**src/verilog/cfg_bank_pkg.sv**
```systemverilog
/*
  Package for the configuration word bank: register indices, masks,
  reset images, field positions, decode constants and carrier types.
  Assumes a single 25 MHz clock domain and an AHB-Lite register bus.
*/
package cfg_bank_pkg;

  // register indices; byte address on the bus is four times the index
  localparam logic [23:0] IDX_CFG1_LO = 24'h300000;
  localparam logic [23:0] IDX_CFG1_HI = 24'h300001;
  localparam logic [23:0] IDX_CFG2_LO = 24'h300002;
  localparam logic [23:0] IDX_CFG2_HI = 24'h300003;
  localparam logic [23:0] IDX_CFG3_LO = 24'h300004;
  localparam logic [23:0] IDX_CFG3_HI = 24'h300005;
  localparam logic [23:0] IDX_ID_LO = 24'h3FFFFE;
  localparam logic [23:0] IDX_ID_HI = 24'h3FFFFF;
  localparam logic [5:0] ADDR_TOP_ZERO = 6'h00;

  // internal register selectors (0..5 are the configuration bytes)
  localparam logic [2:0] SEL_LAST_CFG = 3'h5;
  localparam logic [2:0] SEL_ID_LO = 3'h6;
  localparam logic [2:0] SEL_ID_HI = 3'h7;

  // AHB-Lite encodings
  localparam logic [1:0] HTRANS_NONSEQ = 2'h2;
  localparam logic HRESP_OKAY = 1'h0;

  // implemented bits and power-on image, element 0 = lowest register
  localparam logic [5:0][7:0] IMPL_MASK = {8'h07, 8'hF8, 8'h0F, 8'hC7, 8'h04, 8'hE1};
  localparam logic [5:0][7:0] RESET_VAL = {8'h07, 8'hF8, 8'h0F, 8'hC7, 8'h04, 8'hC1};

  // program memory byte address of the stored configuration image
  localparam logic [20:0] CFG_IMAGE_BASE = 21'h1FFFF8;

  // field positions inside the configuration bytes
  localparam int BIT_DEBUG = 7;
  localparam int BIT_EXT_ISA = 6;
  localparam int BIT_STACK_RST = 5;
  localparam int BIT_WDOG_CFG = 0;
  localparam int BIT_CODE_PROT = 2;
  localparam int BIT_TWO_SPEED = 7;
  localparam int BIT_CLK_MON = 6;
  localparam int BIT_DEF_CLK = 2;
  localparam int BIT_BUS_WAIT = 7;
  localparam int BIT_BUS_WIDTH = 6;
  localparam int BIT_BUS_CFG = 4;
  localparam int BIT_ADDR_SHIFT = 3;
  localparam int BIT_LED = 2;
  localparam int BIT_ECAP_MUX = 1;
  localparam int BIT_CAP2_MUX = 0;

  // decode values
  localparam logic [1:0] OSC_CTRL_DEFAULT = 2'h0;
  localparam logic [1:0] BUS_CFG_OFF = 2'h3;
  localparam logic [1:0] BUS_CFG_ADDR12 = 2'h2;
  localparam logic [1:0] BUS_CFG_ADDR16 = 2'h1;
  localparam logic [4:0] ADDR_BITS_NONE = 5'h00;
  localparam logic [4:0] ADDR_BITS_12 = 5'h0C;
  localparam logic [4:0] ADDR_BITS_16 = 5'h10;
  localparam logic [4:0] ADDR_BITS_20 = 5'h14;
  localparam logic [15:0] RATIO_ONE = 16'h0001;

  typedef enum logic [1:0] {LD_ISSUE, LD_WAIT, LD_DONE} load_state_type;

  // decoded controls handed to the consuming logic
  typedef struct packed {
    logic configLoaded;
    logic debugPinsDedicated;
    logic extendedIsaEnable;
    logic stackFaultResetEnable;
    logic watchdogActive;
    logic codeProtected;
    logic twoSpeedStartupEnable;
    logic clockMonitorEnable;
    logic systemClockInternal;
    logic oscExternalClock;
    logic oscPllAllowed;
    logic oscClockOutEnable;
    logic [3:0] watchdogPostscaleSelect;
    logic [15:0] watchdogDivideRatio;
    logic busWaitStatesEnabled;
    logic busWidth16;
    logic externalBusEnabled;
    logic [4:0] externalAddrBits;
    logic addressShiftEnable;
    logic linkLedPinsActive;
    logic eccpOnPortE;
    logic capTwoOnPrimaryPin;
    logic capTwoOnBusPin;
  } cfg_ctrl_type;

  typedef struct packed {
    logic valid;
    logic write;
    logic mapped;
    logic [2:0] sel;
  } data_phase_type;

  typedef struct packed {
    load_state_type ldState;
    logic [2:0] ldIdx;
    logic memRdEn;
    logic [20:0] memAddr;
    logic [5:0][7:0] cfg;
    logic [5:0][7:0] lock;
    data_phase_type dph;
    logic hreadyout;
    logic hresp;
    logic [31:0] hrdata;
    cfg_ctrl_type ctrl;
  } bank_state_type;

endpackage : cfg_bank_pkg

```
**src/verilog/cfg_word_bank.sv**
```systemverilog
/*
  Configuration word bank: six write-once configuration bytes loaded
  from program memory at power-up, two read-only identity bytes, an
  AHB-Lite slave for software access and registered decoded controls.
  Assumes sys_rst is the power-on reset, warmRst any other reset, and
  a program memory read port that answers a request with memRdValid.
*/
// Our own choice: the AHB-Lite slave port.
// Overview of operation
// - implemented bits loaded as one take only first write; bits loaded as zero take none
// - unimplemented bits read zero, ignore writes
// - debug bit one frees pins, zero dedicates
// - extended isa bit one enables extension
// - stack fault reset bit resets to zero
// - watchdog config one forces watchdog on
// - code protect bit zero protects memory
// - two-speed start-up bit one enables it
// - clock monitor bit one enables monitor
// - default clock select when control is 00
// - oscillator select field decodes four modes
// - postscale ratio is two to field
// - bus wait bit one disables wait states
// - bus width bit: one 16-bit, zero 8-bit
// - bus config field selects addressing mode
// - address shift one offsets to zero
// - led enable routes link leds when active
// - enhanced capture mux picks port group
// - second capture mux picks output pin
// - identity bytes hold part and revision codes
// - identity bytes are read-only
// - power-on reset restores image; others keep
// - power-up loads image from program memory
`timescale 1ns/10ps
module cfg_word_bank #(
  parameter logic [10:0] PART_CODE = 11'h2A5, // arbitrary value
  parameter logic [4:0] REVISION_CODE = 5'h03 // arbitrary value
) (
  // clock, enable and resets
  input wire logic clk,
  input wire logic ce,
  input wire logic sys_rst,
  input wire logic warmRst,
  // AHB-Lite slave
  input wire logic hsel,
  input wire logic [31:0] haddr,
  input wire logic [1:0] htrans,
  input wire logic hwrite,
  input wire logic [2:0] hsize,
  input wire logic [31:0] hwdata,
  input wire logic hready,
  output logic hreadyout,
  output logic hresp,
  output logic [31:0] hrdata,
  // program memory read port for the power-up load
  output logic memRdEn,
  output logic [20:0] memAddr,
  input wire logic [7:0] memRdData,
  input wire logic memRdValid,
  // live inputs from the rest of the core
  input wire logic [1:0] oscillatorControl,
  input wire logic watchdogSoftwareEnable,
  input wire logic ethernetEnabled,
  // decoded configuration
  output cfg_bank_pkg::cfg_ctrl_type ctrl
);

  cfg_bank_pkg::bank_state_type st_ff;
  cfg_bank_pkg::bank_state_type nxt_st;

  logic accept;
  logic [23:0] addrIdx;
  logic addrMapped;
  logic [2:0] addrSel;
  logic writeDone;
  logic [2:0] rdSel;

  // read mux over the bank; identity bytes are constants
  function automatic logic [7:0] readReg(input logic [2:0] sel,
                                         input logic [5:0][7:0] cfg);
    logic [7:0] val;
    val = 8'h00;
    if (sel == cfg_bank_pkg::SEL_ID_LO) begin
      val = {PART_CODE[2:0], REVISION_CODE};
    end else if (sel == cfg_bank_pkg::SEL_ID_HI) begin
      val = PART_CODE[10:3];
    end else begin
      val = cfg[sel] & cfg_bank_pkg::IMPL_MASK[sel];
    end
    return val;
  endfunction : readReg

  // address decode; the upper six address bits must be zero
  always_comb begin
    addrIdx = haddr[25:2];
    addrMapped = 1'b1;
    addrSel = 3'h0;
    if (haddr[31:26] != cfg_bank_pkg::ADDR_TOP_ZERO) begin
      addrMapped = 1'b0;
    end else begin
      case (addrIdx)
        cfg_bank_pkg::IDX_CFG1_LO: addrSel = 3'h0;
        cfg_bank_pkg::IDX_CFG1_HI: addrSel = 3'h1;
        cfg_bank_pkg::IDX_CFG2_LO: addrSel = 3'h2;
        cfg_bank_pkg::IDX_CFG2_HI: addrSel = 3'h3;
        cfg_bank_pkg::IDX_CFG3_LO: addrSel = 3'h4;
        cfg_bank_pkg::IDX_CFG3_HI: addrSel = 3'h5;
        cfg_bank_pkg::IDX_ID_LO: addrSel = cfg_bank_pkg::SEL_ID_LO;
        cfg_bank_pkg::IDX_ID_HI: addrSel = cfg_bank_pkg::SEL_ID_HI;
        default: addrMapped = 1'b0;
      endcase
    end
  end

  assign accept = hsel && htrans[1] && hready && !warmRst;
  assign writeDone = st_ff.dph.valid && st_ff.dph.write && st_ff.dph.mapped &&
                     st_ff.hreadyout && !warmRst;
  assign rdSel = accept ? addrSel : st_ff.dph.sel;

  // whole next state: load sequencer, bus slave, bank and decode
  always_comb begin
    nxt_st = st_ff;
    nxt_st.memRdEn = 1'b0;

    // power-up load of the stored image, lowest byte first
    case (st_ff.ldState)
      cfg_bank_pkg::LD_ISSUE: begin
        nxt_st.memRdEn = 1'b1;
        nxt_st.memAddr = cfg_bank_pkg::CFG_IMAGE_BASE + {18'h00000, st_ff.ldIdx};
        nxt_st.ldState = cfg_bank_pkg::LD_WAIT;
      end
      cfg_bank_pkg::LD_WAIT: begin
        if (memRdValid) begin
          // a loaded zero counts as programmed and locks the bit
          nxt_st.cfg[st_ff.ldIdx] = memRdData & cfg_bank_pkg::IMPL_MASK[st_ff.ldIdx];
          nxt_st.lock[st_ff.ldIdx] = cfg_bank_pkg::IMPL_MASK[st_ff.ldIdx] & ~memRdData;
          if (st_ff.ldIdx == cfg_bank_pkg::SEL_LAST_CFG) begin
            nxt_st.ldState = cfg_bank_pkg::LD_DONE;
          end else begin
            nxt_st.ldIdx = st_ff.ldIdx + 3'h1;
            nxt_st.ldState = cfg_bank_pkg::LD_ISSUE;
          end
        end
      end
      cfg_bank_pkg::LD_DONE: begin
        nxt_st.ldState = cfg_bank_pkg::LD_DONE;
      end
      default: begin
        nxt_st.ldState = cfg_bank_pkg::LD_DONE;
      end
    endcase

    // write completes at the end of its data phase; identity ignored
    if (writeDone && st_ff.dph.sel <= cfg_bank_pkg::SEL_LAST_CFG) begin
      nxt_st.cfg[st_ff.dph.sel] =
        (st_ff.cfg[st_ff.dph.sel] & st_ff.lock[st_ff.dph.sel]) |
        (hwdata[7:0] & cfg_bank_pkg::IMPL_MASK[st_ff.dph.sel] &
         ~st_ff.lock[st_ff.dph.sel]);
      nxt_st.lock[st_ff.dph.sel] = cfg_bank_pkg::IMPL_MASK[st_ff.dph.sel];
    end

    // data phase bookkeeping; a stalled phase stays pending
    if (warmRst) begin
      nxt_st.dph = '0;
    end else if (accept) begin
      nxt_st.dph.valid = 1'b1;
      nxt_st.dph.write = hwrite;
      nxt_st.dph.mapped = addrMapped;
      nxt_st.dph.sel = addrSel;
    end else if (st_ff.hreadyout) begin
      nxt_st.dph.valid = 1'b0;
    end

    // read data follows the bank after this cycle's write and load
    if (accept ? !hwrite : (st_ff.dph.valid && !st_ff.dph.write && !st_ff.hreadyout)) begin
      if (accept ? addrMapped : st_ff.dph.mapped) begin
        nxt_st.hrdata = {24'h000000, readReg(rdSel, nxt_st.cfg)};
      end else begin
        nxt_st.hrdata = 32'h00000000;
      end
    end

    // bus stalls while the image loads, so no access sees a half bank;
    // a warm reset must not open the bus early either
    nxt_st.hreadyout = (nxt_st.ldState == cfg_bank_pkg::LD_DONE);
    nxt_st.hresp = cfg_bank_pkg::HRESP_OKAY;

    // decoded controls, registered so every output comes off a flop
    nxt_st.ctrl.configLoaded = (nxt_st.ldState == cfg_bank_pkg::LD_DONE);
    nxt_st.ctrl.debugPinsDedicated = !nxt_st.cfg[0][cfg_bank_pkg::BIT_DEBUG];
    nxt_st.ctrl.extendedIsaEnable = nxt_st.cfg[0][cfg_bank_pkg::BIT_EXT_ISA];
    nxt_st.ctrl.stackFaultResetEnable = nxt_st.cfg[0][cfg_bank_pkg::BIT_STACK_RST];
    // config bit forces the watchdog; software only matters when it is clear
    nxt_st.ctrl.watchdogActive = nxt_st.cfg[0][cfg_bank_pkg::BIT_WDOG_CFG] ||
                                 watchdogSoftwareEnable;
    nxt_st.ctrl.codeProtected = !nxt_st.cfg[1][cfg_bank_pkg::BIT_CODE_PROT];
    nxt_st.ctrl.twoSpeedStartupEnable = nxt_st.cfg[2][cfg_bank_pkg::BIT_TWO_SPEED];
    nxt_st.ctrl.clockMonitorEnable = nxt_st.cfg[2][cfg_bank_pkg::BIT_CLK_MON];
    nxt_st.ctrl.systemClockInternal = (oscillatorControl == cfg_bank_pkg::OSC_CTRL_DEFAULT) &&
                                      !nxt_st.cfg[2][cfg_bank_pkg::BIT_DEF_CLK];

    // oscillator mode decode
    case (nxt_st.cfg[2][1:0])
      2'h3: begin
        nxt_st.ctrl.oscExternalClock = 1'b1;
        nxt_st.ctrl.oscPllAllowed = 1'b1;
        nxt_st.ctrl.oscClockOutEnable = 1'b1;
      end
      2'h2: begin
        nxt_st.ctrl.oscExternalClock = 1'b1;
        nxt_st.ctrl.oscPllAllowed = 1'b0;
        nxt_st.ctrl.oscClockOutEnable = 1'b1;
      end
      2'h1: begin
        nxt_st.ctrl.oscExternalClock = 1'b0;
        nxt_st.ctrl.oscPllAllowed = 1'b1;
        nxt_st.ctrl.oscClockOutEnable = 1'b0;
      end
      default: begin
        nxt_st.ctrl.oscExternalClock = 1'b0;
        nxt_st.ctrl.oscPllAllowed = 1'b0;
        nxt_st.ctrl.oscClockOutEnable = 1'b0;
      end
    endcase

    // postscale: ratio is a one-hot power of two, 1:1 up to 1:32768
    nxt_st.ctrl.watchdogPostscaleSelect = nxt_st.cfg[3][3:0];
    nxt_st.ctrl.watchdogDivideRatio = cfg_bank_pkg::RATIO_ONE << nxt_st.cfg[3][3:0];

    // external memory bus
    nxt_st.ctrl.busWaitStatesEnabled = !nxt_st.cfg[4][cfg_bank_pkg::BIT_BUS_WAIT];
    nxt_st.ctrl.busWidth16 = nxt_st.cfg[4][cfg_bank_pkg::BIT_BUS_WIDTH];
    case (nxt_st.cfg[4][cfg_bank_pkg::BIT_BUS_CFG +: 2])
      cfg_bank_pkg::BUS_CFG_OFF: begin
        nxt_st.ctrl.externalBusEnabled = 1'b0;
        nxt_st.ctrl.externalAddrBits = cfg_bank_pkg::ADDR_BITS_NONE;
      end
      cfg_bank_pkg::BUS_CFG_ADDR12: begin
        nxt_st.ctrl.externalBusEnabled = 1'b1;
        nxt_st.ctrl.externalAddrBits = cfg_bank_pkg::ADDR_BITS_12;
      end
      cfg_bank_pkg::BUS_CFG_ADDR16: begin
        nxt_st.ctrl.externalBusEnabled = 1'b1;
        nxt_st.ctrl.externalAddrBits = cfg_bank_pkg::ADDR_BITS_16;
      end
      default: begin
        nxt_st.ctrl.externalBusEnabled = 1'b1;
        nxt_st.ctrl.externalAddrBits = cfg_bank_pkg::ADDR_BITS_20;
      end
    endcase
    nxt_st.ctrl.addressShiftEnable = nxt_st.cfg[4][cfg_bank_pkg::BIT_ADDR_SHIFT];

    // pin sharing; led pins follow the link module's enable live
    nxt_st.ctrl.linkLedPinsActive = nxt_st.cfg[5][cfg_bank_pkg::BIT_LED] &&
                                    ethernetEnabled;
    nxt_st.ctrl.eccpOnPortE = nxt_st.cfg[5][cfg_bank_pkg::BIT_ECAP_MUX];
    nxt_st.ctrl.capTwoOnPrimaryPin = nxt_st.cfg[5][cfg_bank_pkg::BIT_CAP2_MUX];
    // alternate pin depends on whether the external bus is in use
    nxt_st.ctrl.capTwoOnBusPin = !nxt_st.cfg[5][cfg_bank_pkg::BIT_CAP2_MUX] &&
                                 nxt_st.ctrl.externalBusEnabled;
  end

  // single state register; only power-on reset touches the bank
  always_ff @(posedge clk) begin
    if (sys_rst) begin
      st_ff <= '0;
      st_ff.ldState <= cfg_bank_pkg::LD_ISSUE;
      st_ff.cfg <= cfg_bank_pkg::RESET_VAL;
      st_ff.hreadyout <= 1'b1;
      st_ff.ctrl.extendedIsaEnable <= 1'b1;
      st_ff.ctrl.watchdogActive <= 1'b1;
      st_ff.ctrl.twoSpeedStartupEnable <= 1'b1;
      st_ff.ctrl.clockMonitorEnable <= 1'b1;
      st_ff.ctrl.oscExternalClock <= 1'b1;
      st_ff.ctrl.oscPllAllowed <= 1'b1;
      st_ff.ctrl.oscClockOutEnable <= 1'b1;
      st_ff.ctrl.watchdogPostscaleSelect <= 4'hF;
      st_ff.ctrl.watchdogDivideRatio <= 16'h8000;
      st_ff.ctrl.busWidth16 <= 1'b1;
      st_ff.ctrl.externalAddrBits <= cfg_bank_pkg::ADDR_BITS_NONE;
      st_ff.ctrl.addressShiftEnable <= 1'b1;
      st_ff.ctrl.eccpOnPortE <= 1'b1;
      st_ff.ctrl.capTwoOnPrimaryPin <= 1'b1;
    end else if (ce) begin
      st_ff <= nxt_st;
    end
  end

  // outputs straight from the state register
  assign hreadyout = st_ff.hreadyout;
  assign hresp = st_ff.hresp;
  assign hrdata = st_ff.hrdata;
  assign memRdEn = st_ff.memRdEn;
  assign memAddr = st_ff.memAddr;
  assign ctrl = st_ff.ctrl;

  logic [47:0] lockFlat;
  logic [47:0] cfgFlat;
  assign lockFlat = st_ff.lock;
  assign cfgFlat = st_ff.cfg;
endmodule : cfg_word_bank

```
**config.mk**
```make
export PLATFORM = sky130hd
export DESIGN_NAME = cfg_word_bank
export DESIGN_NICKNAME = d
export VERILOG_FILES = /design/src/verilog/cfg_bank_pkg.sv /design/src/verilog/cfg_word_bank.sv
export SDC_FILE = /design/constraint.sdc
export NUM_CORES = 1
export LEC_CHECK = 0
export BUFFER_PORTS_ARGS = -buffer_cell sky130_fd_sc_hd__buf_4
export CAP_MARGIN = 20
export CORE_MARGIN = 4
export CORE_UTILIZATION = 39
export DETAILED_ROUTE_END_ITERATION = 6
export MAX_ROUTING_LAYER = met4
export PLACE_DENSITY = 0.66
export SETUP_SLACK_MARGIN = 0.05
export SLEW_MARGIN = 30
export SYNTH_ARGS = -nofsm -noshare
export SYNTH_HDL_FRONTEND = slang
export SYNTH_SLANG_ARGS = --single-unit
```
**constraint.sdc**
```tcl
create_clock -name clk -period 7.03 [get_ports clk]
set_input_delay 2.109 -clock clk [delete_from_list [all_inputs] [get_ports clk]]
set_output_delay 2.109 -clock clk [all_outputs]
set_load 0.05 [all_outputs]
```
-- Word-level counts from Yosys, hierarchy flattened
Memory sizes are Yosys's and may differ from the RTL's. A register that Yosys moved wholly into a read port is not among the register bits.
Index checks and enable logic that the tools add are counted.
- register bits after elaboration: 207
- memories kept: 3
- output and inout bits: 101
- input port bits: 89
- logic and storage cells: 167
- bits in read-only memories: 192
- memory list (memory ; words ; bits a word ; read ports ; clocked after memory_dff ; wr ports ; line ; source):
    (name not given) ; 8 ; 8 ; 1 ; 0 ; 0 ; cfg_word_bank.sv:87 ; val = cfg[sel] & cfg_bank_pkg::IMPL_MASK[sel];
    (name not given) ; 8 ; 8 ; 1 ; 1 ; 0 ; cfg_word_bank.sv:158 ; nxt_st.lock[st_ff.dph.sel] = cfg_bank_pkg::IMPL_MASK[st_ff.dph.sel];
    (name not given) ; 8 ; 8 ; 1 ; 1 ; 0 ; cfg_word_bank.sv:135 ; nxt_st.lock[st_ff.ldIdx] = cfg_bank_pkg::IMPL_MASK[st_ff.ldIdx] & ~memRdData;
- multiplexer cells: 45
- shift operators: 1
- equality and inequality tests: 19
- add/subtract/negate cells: 2
- reduce and logical (&&, ||, !) cells: 36
- bitwise gates (word level): 10
- $lt $le $gt $ge: 6
- operators by type and width (kind ; count):
    $mux 96 ; 3
    $bwmux 48 ; 4
    $eq 24x22->1 const B ; 8
    $mux 8 ; 11
    $bmux 8 s3 ; 3
    $and 8x8->8 ; 6
    $demux 8 s3 ; 2
    $mux 22 ; 1
    $mux 3 ; 7
    $pmux 3 s7 ; 1
    $pmux 6 s3 ; 1
    $not 8->8 ; 2
    $shl 1x4->16 const A ; 1
    $logic_and 1x1->1 ; 15
    $lt 3x4->1 const B ; 3
    $eq 2x2->1 const B ; 5
    $mux 5 ; 2
    $eq 3x3->1 const B ; 3
    $logic_not 1->1 ; 9
    $pmux 3 s3 ; 1
    $or 8x8->8 ; 1
    $reduce_and 2->1 ; 4
    $reduce_or 8->1 ; 1
    $eq 2x1->1 const B ; 3
    other kinds (15) ; 22

-- Longest topological paths before layout
- depth in word-level cells: 15
- gate-level depth with buffers: 11
- mapped depth without buffers: 10

-- Worst setup path before layout
OpenSTA, ideal clock, no wires.
- path type: input -> register
- start point: input port haddr[27]
- end point: register st_ff, in the netlist hrdata[6]
- buffers on the path: 1
- library setup time: 67 ps
- arrival: 4037 ps
- path slack: 2926 ps
- stages on the path: 7
- required time: 6963 ps
- path through: or4_4 -> or3_1 -> buf_6 -> o21a_4 -> or4_1 -> o211a_1 -> o21ai_2
- longest elaborated chain between the ends: 9
- elaborated cells between the ends (all ways): 15
- those cells by class: eq/ne: 2; mux: 10; bitwise: 1; reduce/logical: 1; memory: 1
- ends and longest elaborated chain (what ; line ; source):
    start: declaration ; cfg_word_bank.sv:45 ; input wire logic [31:0] haddr,
    $reduce_bool 6->1 * ; cfg_word_bank.sv:97 ; if (haddr[31:26] != cfg_bank_pkg::ADDR_TOP_ZERO) begin
    $mux 3 ; cfg_word_bank.sv:97 ;
    $mux 3 ; cfg_word_bank.sv:117 ; assign rdSel = accept ? addrSel : st_ff.dph.sel;
    $mem_v2 8x8 / $bmux 8 s3 (equally long branches) ; n/a ;
    $mux 8 (not written as such) ; cfg_word_bank.sv:87 ;
    $and 8x8->8 ; cfg_word_bank.sv:87 ;
    $mux 8 ; cfg_word_bank.sv:84 ; end else if (sel == cfg_bank_pkg::SEL_ID_HI) begin
    $mux 8 ; cfg_word_bank.sv:82 ; if (sel == cfg_bank_pkg::SEL_ID_LO) begin
    $mux 8 * ; cfg_word_bank.sv:175 ; if (accept ? addrMapped : st_ff.dph.mapped) begin
    end signal: assignment ; cfg_word_bank.sv:284 ; st_ff <= nxt_st;
    end: declaration ; cfg_word_bank.sv:67 ; cfg_bank_pkg::bank_state_type st_ff;
Every way passes the cells marked *; elsewhere a longest branch is shown, timed or not. The select of a mux whose other input is x is not followed.
A chain may end at the register's enable or synchronous reset.

-- Worst setup path in the final report
- start point: input port warmRst
- end point: register, netlist name ctrl[27]
- longest elaborated chain between the ends: 5
- ends and longest elaborated chain (what ; line ; source):
    start: declaration ; cfg_word_bank.sv:42 ; input wire logic warmRst,
    $logic_not 1->1 ; cfg_word_bank.sv:116 ; st_ff.hreadyout && !warmRst;
    $logic_and 1x1->1 ; cfg_word_bank.sv:116 ;
    $logic_and 1x1->1 ; cfg_word_bank.sv:153 ; if (writeDone && st_ff.dph.sel <= cfg_bank_pkg::SEL_LAST_CFG) begin
    $mux 96 ; cfg_word_bank.sv:153 ;
    $shl 1x4->16 ; cfg_word_bank.sv:227 ; nxt_st.ctrl.watchdogDivideRatio = cfg_bank_pkg::RATIO_ONE << nxt_st.cfg[3][3:0];
Every way passes these cells.

==> flow_metrics.tcl <==
set metrics [dict create \
    postCtsSetupBuffers 0 \
    reg2reg_depth 7 \
    timing.final.crit_share 0.6301 \
    fin_setup_tns_ns 0 \
    maxCapViolCount 0 \
    port_buffers 132 \
    max_freq_mhz 225.7 \
    p_per_area_nw_per_um2 210.9 \
    holdPathStages 2 \
    synth_seq_cells 165 \
    grt_overflow 0 \
    min_from "ctrl[34]$_SDFFE_PP1P_" \
    hold_viol_final 0 \
    grt_setup_unrepaired "no" \
    vdd_drop_max_mv 0.1450 \
    ys.flop_type "dfxtp_1" \
    synth.distinct_cells 78 \
    r2r_slack_ns 3.40 \
    cpLargestDelayFamily "simple AND/OR/NAND/NOR gates" \
    grt_pass1_vias 8036 \
    worstPathRequired_ns 7.37 \
    core-area_um2 23400 \
    max_stage_delay_ns 0.57 \
    avgSynthCellArea_um2 8.209 \
    die-width_um 162.2 \
    syn_inst 1130 \
    std_cell_rows 56 \
    crit_path_start_kind "input port" \
    p_total_mw 2.190 \
    hold-path-endpoint "ctrl[34]$_SDFFE_PP1P_" \
    async_flop_share 0 \
    clk_path_buf_depth 2 \
    status "completed" \
    crit_type "input port to flop" \
    postRouteAntennaNets 0 \
    cp_max_fo 14 \
    gp_congestion 0.9485 \
    drc 0 \
    vias 8610 \
    clock_sinks 165 \
    root_buffer "clkbuf_16" \
    path_clk_slew_ns 0.07 \
    ios 190 \
    grtUsageTotal 0.2310 \
    fin_crit_ns 4.430 \
    dpl.hpwl_mm 20.64 \
    setup_viol 0 \
    relSlewSlack 0.3193 \
    worstHoldPathType "flop to flop" \
    firstDrtPassIters 6 \
    power.leakage_nw 3.864 \
    synth_edf_count 0 \
    grt_max_degree 81 \
    end_kind "flop" \
    yosysSeqAreaShare 0.3561 \
    drt_iter0_markers 1006 \
    cts_resized 0 \
    clk_latency_ns 0.44 \
    cts_made_buffers 17 \
    clock_skew_ns 0.009268 \
    wirelength_mm 30.09 \
    die_y_um 162.2 \
    critPathBufInv 2 \
    r2r_start "st_ff[79]$_SDFFE_PP0P_" \
    vias_per_cell 5.814 \
    final_nets 1240 \
    tritoncts "yes" \
    crit_top_cell "buf_4" \
    maxSlewViolCount 0 \
    worst_pin_slew_ns 1.021 \
    drive_gt1_frac 0.2005 \
    rr_endpoint "ctrl[27]$_SDFFE_PP0P_" \
    dieArea_um2 26320 \
    grt_pass1_wl_mm 46.54 \
    critPathSlowestCell "nand4_1" \
    antennaDiodeCount 0 \
    wl_per_cell_um 20.32 \
    antenna_found_initial 0 \
    htreeDepth 4 \
    start_util 0.3964 \
    crit_chain "buf_4 -> nor2b_1 -> nand4_1 -> buf_4 -> o31ai_4 -> nand3_1 -> o41ai_1" \
    area_growth_pct 11.98 \
    ys_warn_count 0 \
    syn_area_um2 9276 \
    holdBufCountCts 0 \
    cp.arrival_ns 4.77 \
]
sequential cells by signal, indices dropped and copies added, names as in the netlist, named ones only:
name,flops
cfgFlat,48
ctrl,30
hrdata,8
hreadyout,1
lockFlat,48
memAddr,4
memRdEn,1
st_ff,11
per-stage QoR:
stage               utilization  cell area (µm²)  worst slack [ns]  instances  hold slack, ns
global route             0.4439            10390             2.449       1481          0.4760
global placement         0.4184             9791             1.911       1448          0.4395
CTS                      0.4436            10380             2.679       1481          0.4556
detailed placement       0.4192             9811             2.217       1449          0.4450
floorplan                     -             9374             2.926       1156          0.4211
finish                   0.4439            10390             2.600       1481          0.4530
Yosys cell counts (6+ instances only):
master	count	area, µm²
a211oi_1	59	442.9
a21o_1	6	45.04
a21oi_1	38	190.2
a22o_1	10	87.58
a22oi_1	6	45.04
a311oi_1	19	166.4
a32oi_1	6	52.55
and2_1	15	93.84
and3_1	6	37.54
buf_2	18	90.09
buf_4	102	765.7
clkbuf_1	44	165.2
dfxtp_1	165	3303
inv_1	18	67.56
mux2_2	17	191.4
mux2i_1	37	370.4
mux4_2	11	247.7
nand2_1	114	427.9
nand2b_1	9	56.30
nand3_1	32	160.2
nand4_1	9	56.30
nor2_1	145	544.3
nor2b_1	14	87.58
nor3_1	18	90.09
o211ai_1	7	52.55
o21a_1	8	60.06
o21ai_0	53	265.3
o21ai_1	10	50.05
o22ai_1	34	212.7
o31ai_1	7	52.55
or2_2	7	43.79
cell type report:
cell class,count,area (µm²)
fill,2377,13020
multi-input combinational,801,4949
sequential,165,3304
timing repair buffer,146,1096
clock buffer,17,425.4
tap,319,399.1
clock inverter,15,146.4
inverter,18,67.56
cells in the final DEF (no fill, tap or decap), types with 4 or more instances in the layout:
cell / Yosys / routed
a211oi_1: 59 / 59
conb_1: 1 / 27
a32oi_1: 6 / 6
buf_4: 102 / 146
clkinvlp_4: 0 / 5
dfxtp_1: 165 / 164
a22oi_1: 6 / 6
a311oi_1: 19 / 19
mux2i_1: 37 / 37
nand3b_1: 4 / 4
inv_6: 0 / 5
a21o_1: 6 / 6
inv_1: 18 / 18
and3_1: 6 / 6
nor3_1: 18 / 18
o21ai_0: 53 / 53
o31ai_1: 7 / 7
nor4_1: 4 / 4
a21oi_1: 38 / 37
nand4_1: 9 / 9
or2_2: 7 / 7
nor2b_1: 14 / 14
mux4_2: 11 / 11
a22o_1: 10 / 10
nor3b_1: 4 / 4
o211ai_1: 7 / 7
mux2_2: 17 / 17
clkbuf_16: 0 / 17
o21a_1: 8 / 8
nand3_1: 32 / 32
nand2_1: 114 / 114
and2_1: 15 / 15
o22ai_1: 34 / 34
or3_1: 4 / 4
o21ai_1: 10 / 10
a211o_1: 4 / 4
nor2_1: 145 / 143
nand2b_1: 9 / 9
routing by layer:
layer | routed length [µm] | GRT usage | vias to the layer above
met3 | 2935 | 0.04973 | 59
met5 | 0 | - | -
met1 | 12710 | 0.3140 | 4098
li1 | - | - | 4001
met2 | 13850 | 0.3524 | 452
met4 | 592 | 0.05767 | 0
logic make-up (layout without fill, tap and decap cells):
kind of cell	count (synthesis)	in the layout	synth area share
xor gates and xnor gates	2	2	0.001889
muxes	67	67	0.08970
adders and majority gates	2	2	0.002697
AOI/OAI and AO/OA	295	295	0.2178
other	1	27	0.0004043
buffers and inverters	190	196	0.1238
DFF	165	165	0.3561
and+or+nand+nor	408	408	0.2076
worst max path at each step:
stage                                    end  cells past startpoint  startpoint  slack [ns]
CTS                    ctrl[27]$_SDFFE_PP0P_                      7     warmRst        2.68
detailed placement     ctrl[27]$_SDFFE_PP0P_                      7     warmRst        2.22
global route           ctrl[27]$_SDFFE_PP0P_                      7     warmRst        2.45
finish                 ctrl[27]$_SDFFE_PP0P_                      7     warmRst        2.60
floorplan             hrdata[6]$_SDFFE_PP0P_                      7   haddr[27]        2.93
global placement    lockFlat[2]$_SDFFE_PP0P_                      6     warmRst        1.91
power breakdown:
| group | internal (mW) | switching [mW] |
|---|---|---|
| registers | 0.955 | 0.0218 |
| clock network | 0.495 | 0.421 |
| logic | 0.0890 | 0.208 |
| total | 1.54 | 0.652 |
worst reg2reg max path: cells and delay by family, from the launching register on:
kind | cells | cell delay (ns)
compound gates | 2 | 0.79
simple gates | 3 | 1.43
flops | 1 | 0.31
buf+inv | 2 | 1.00
Note: power is estimated with default switching activity, not from simulation.
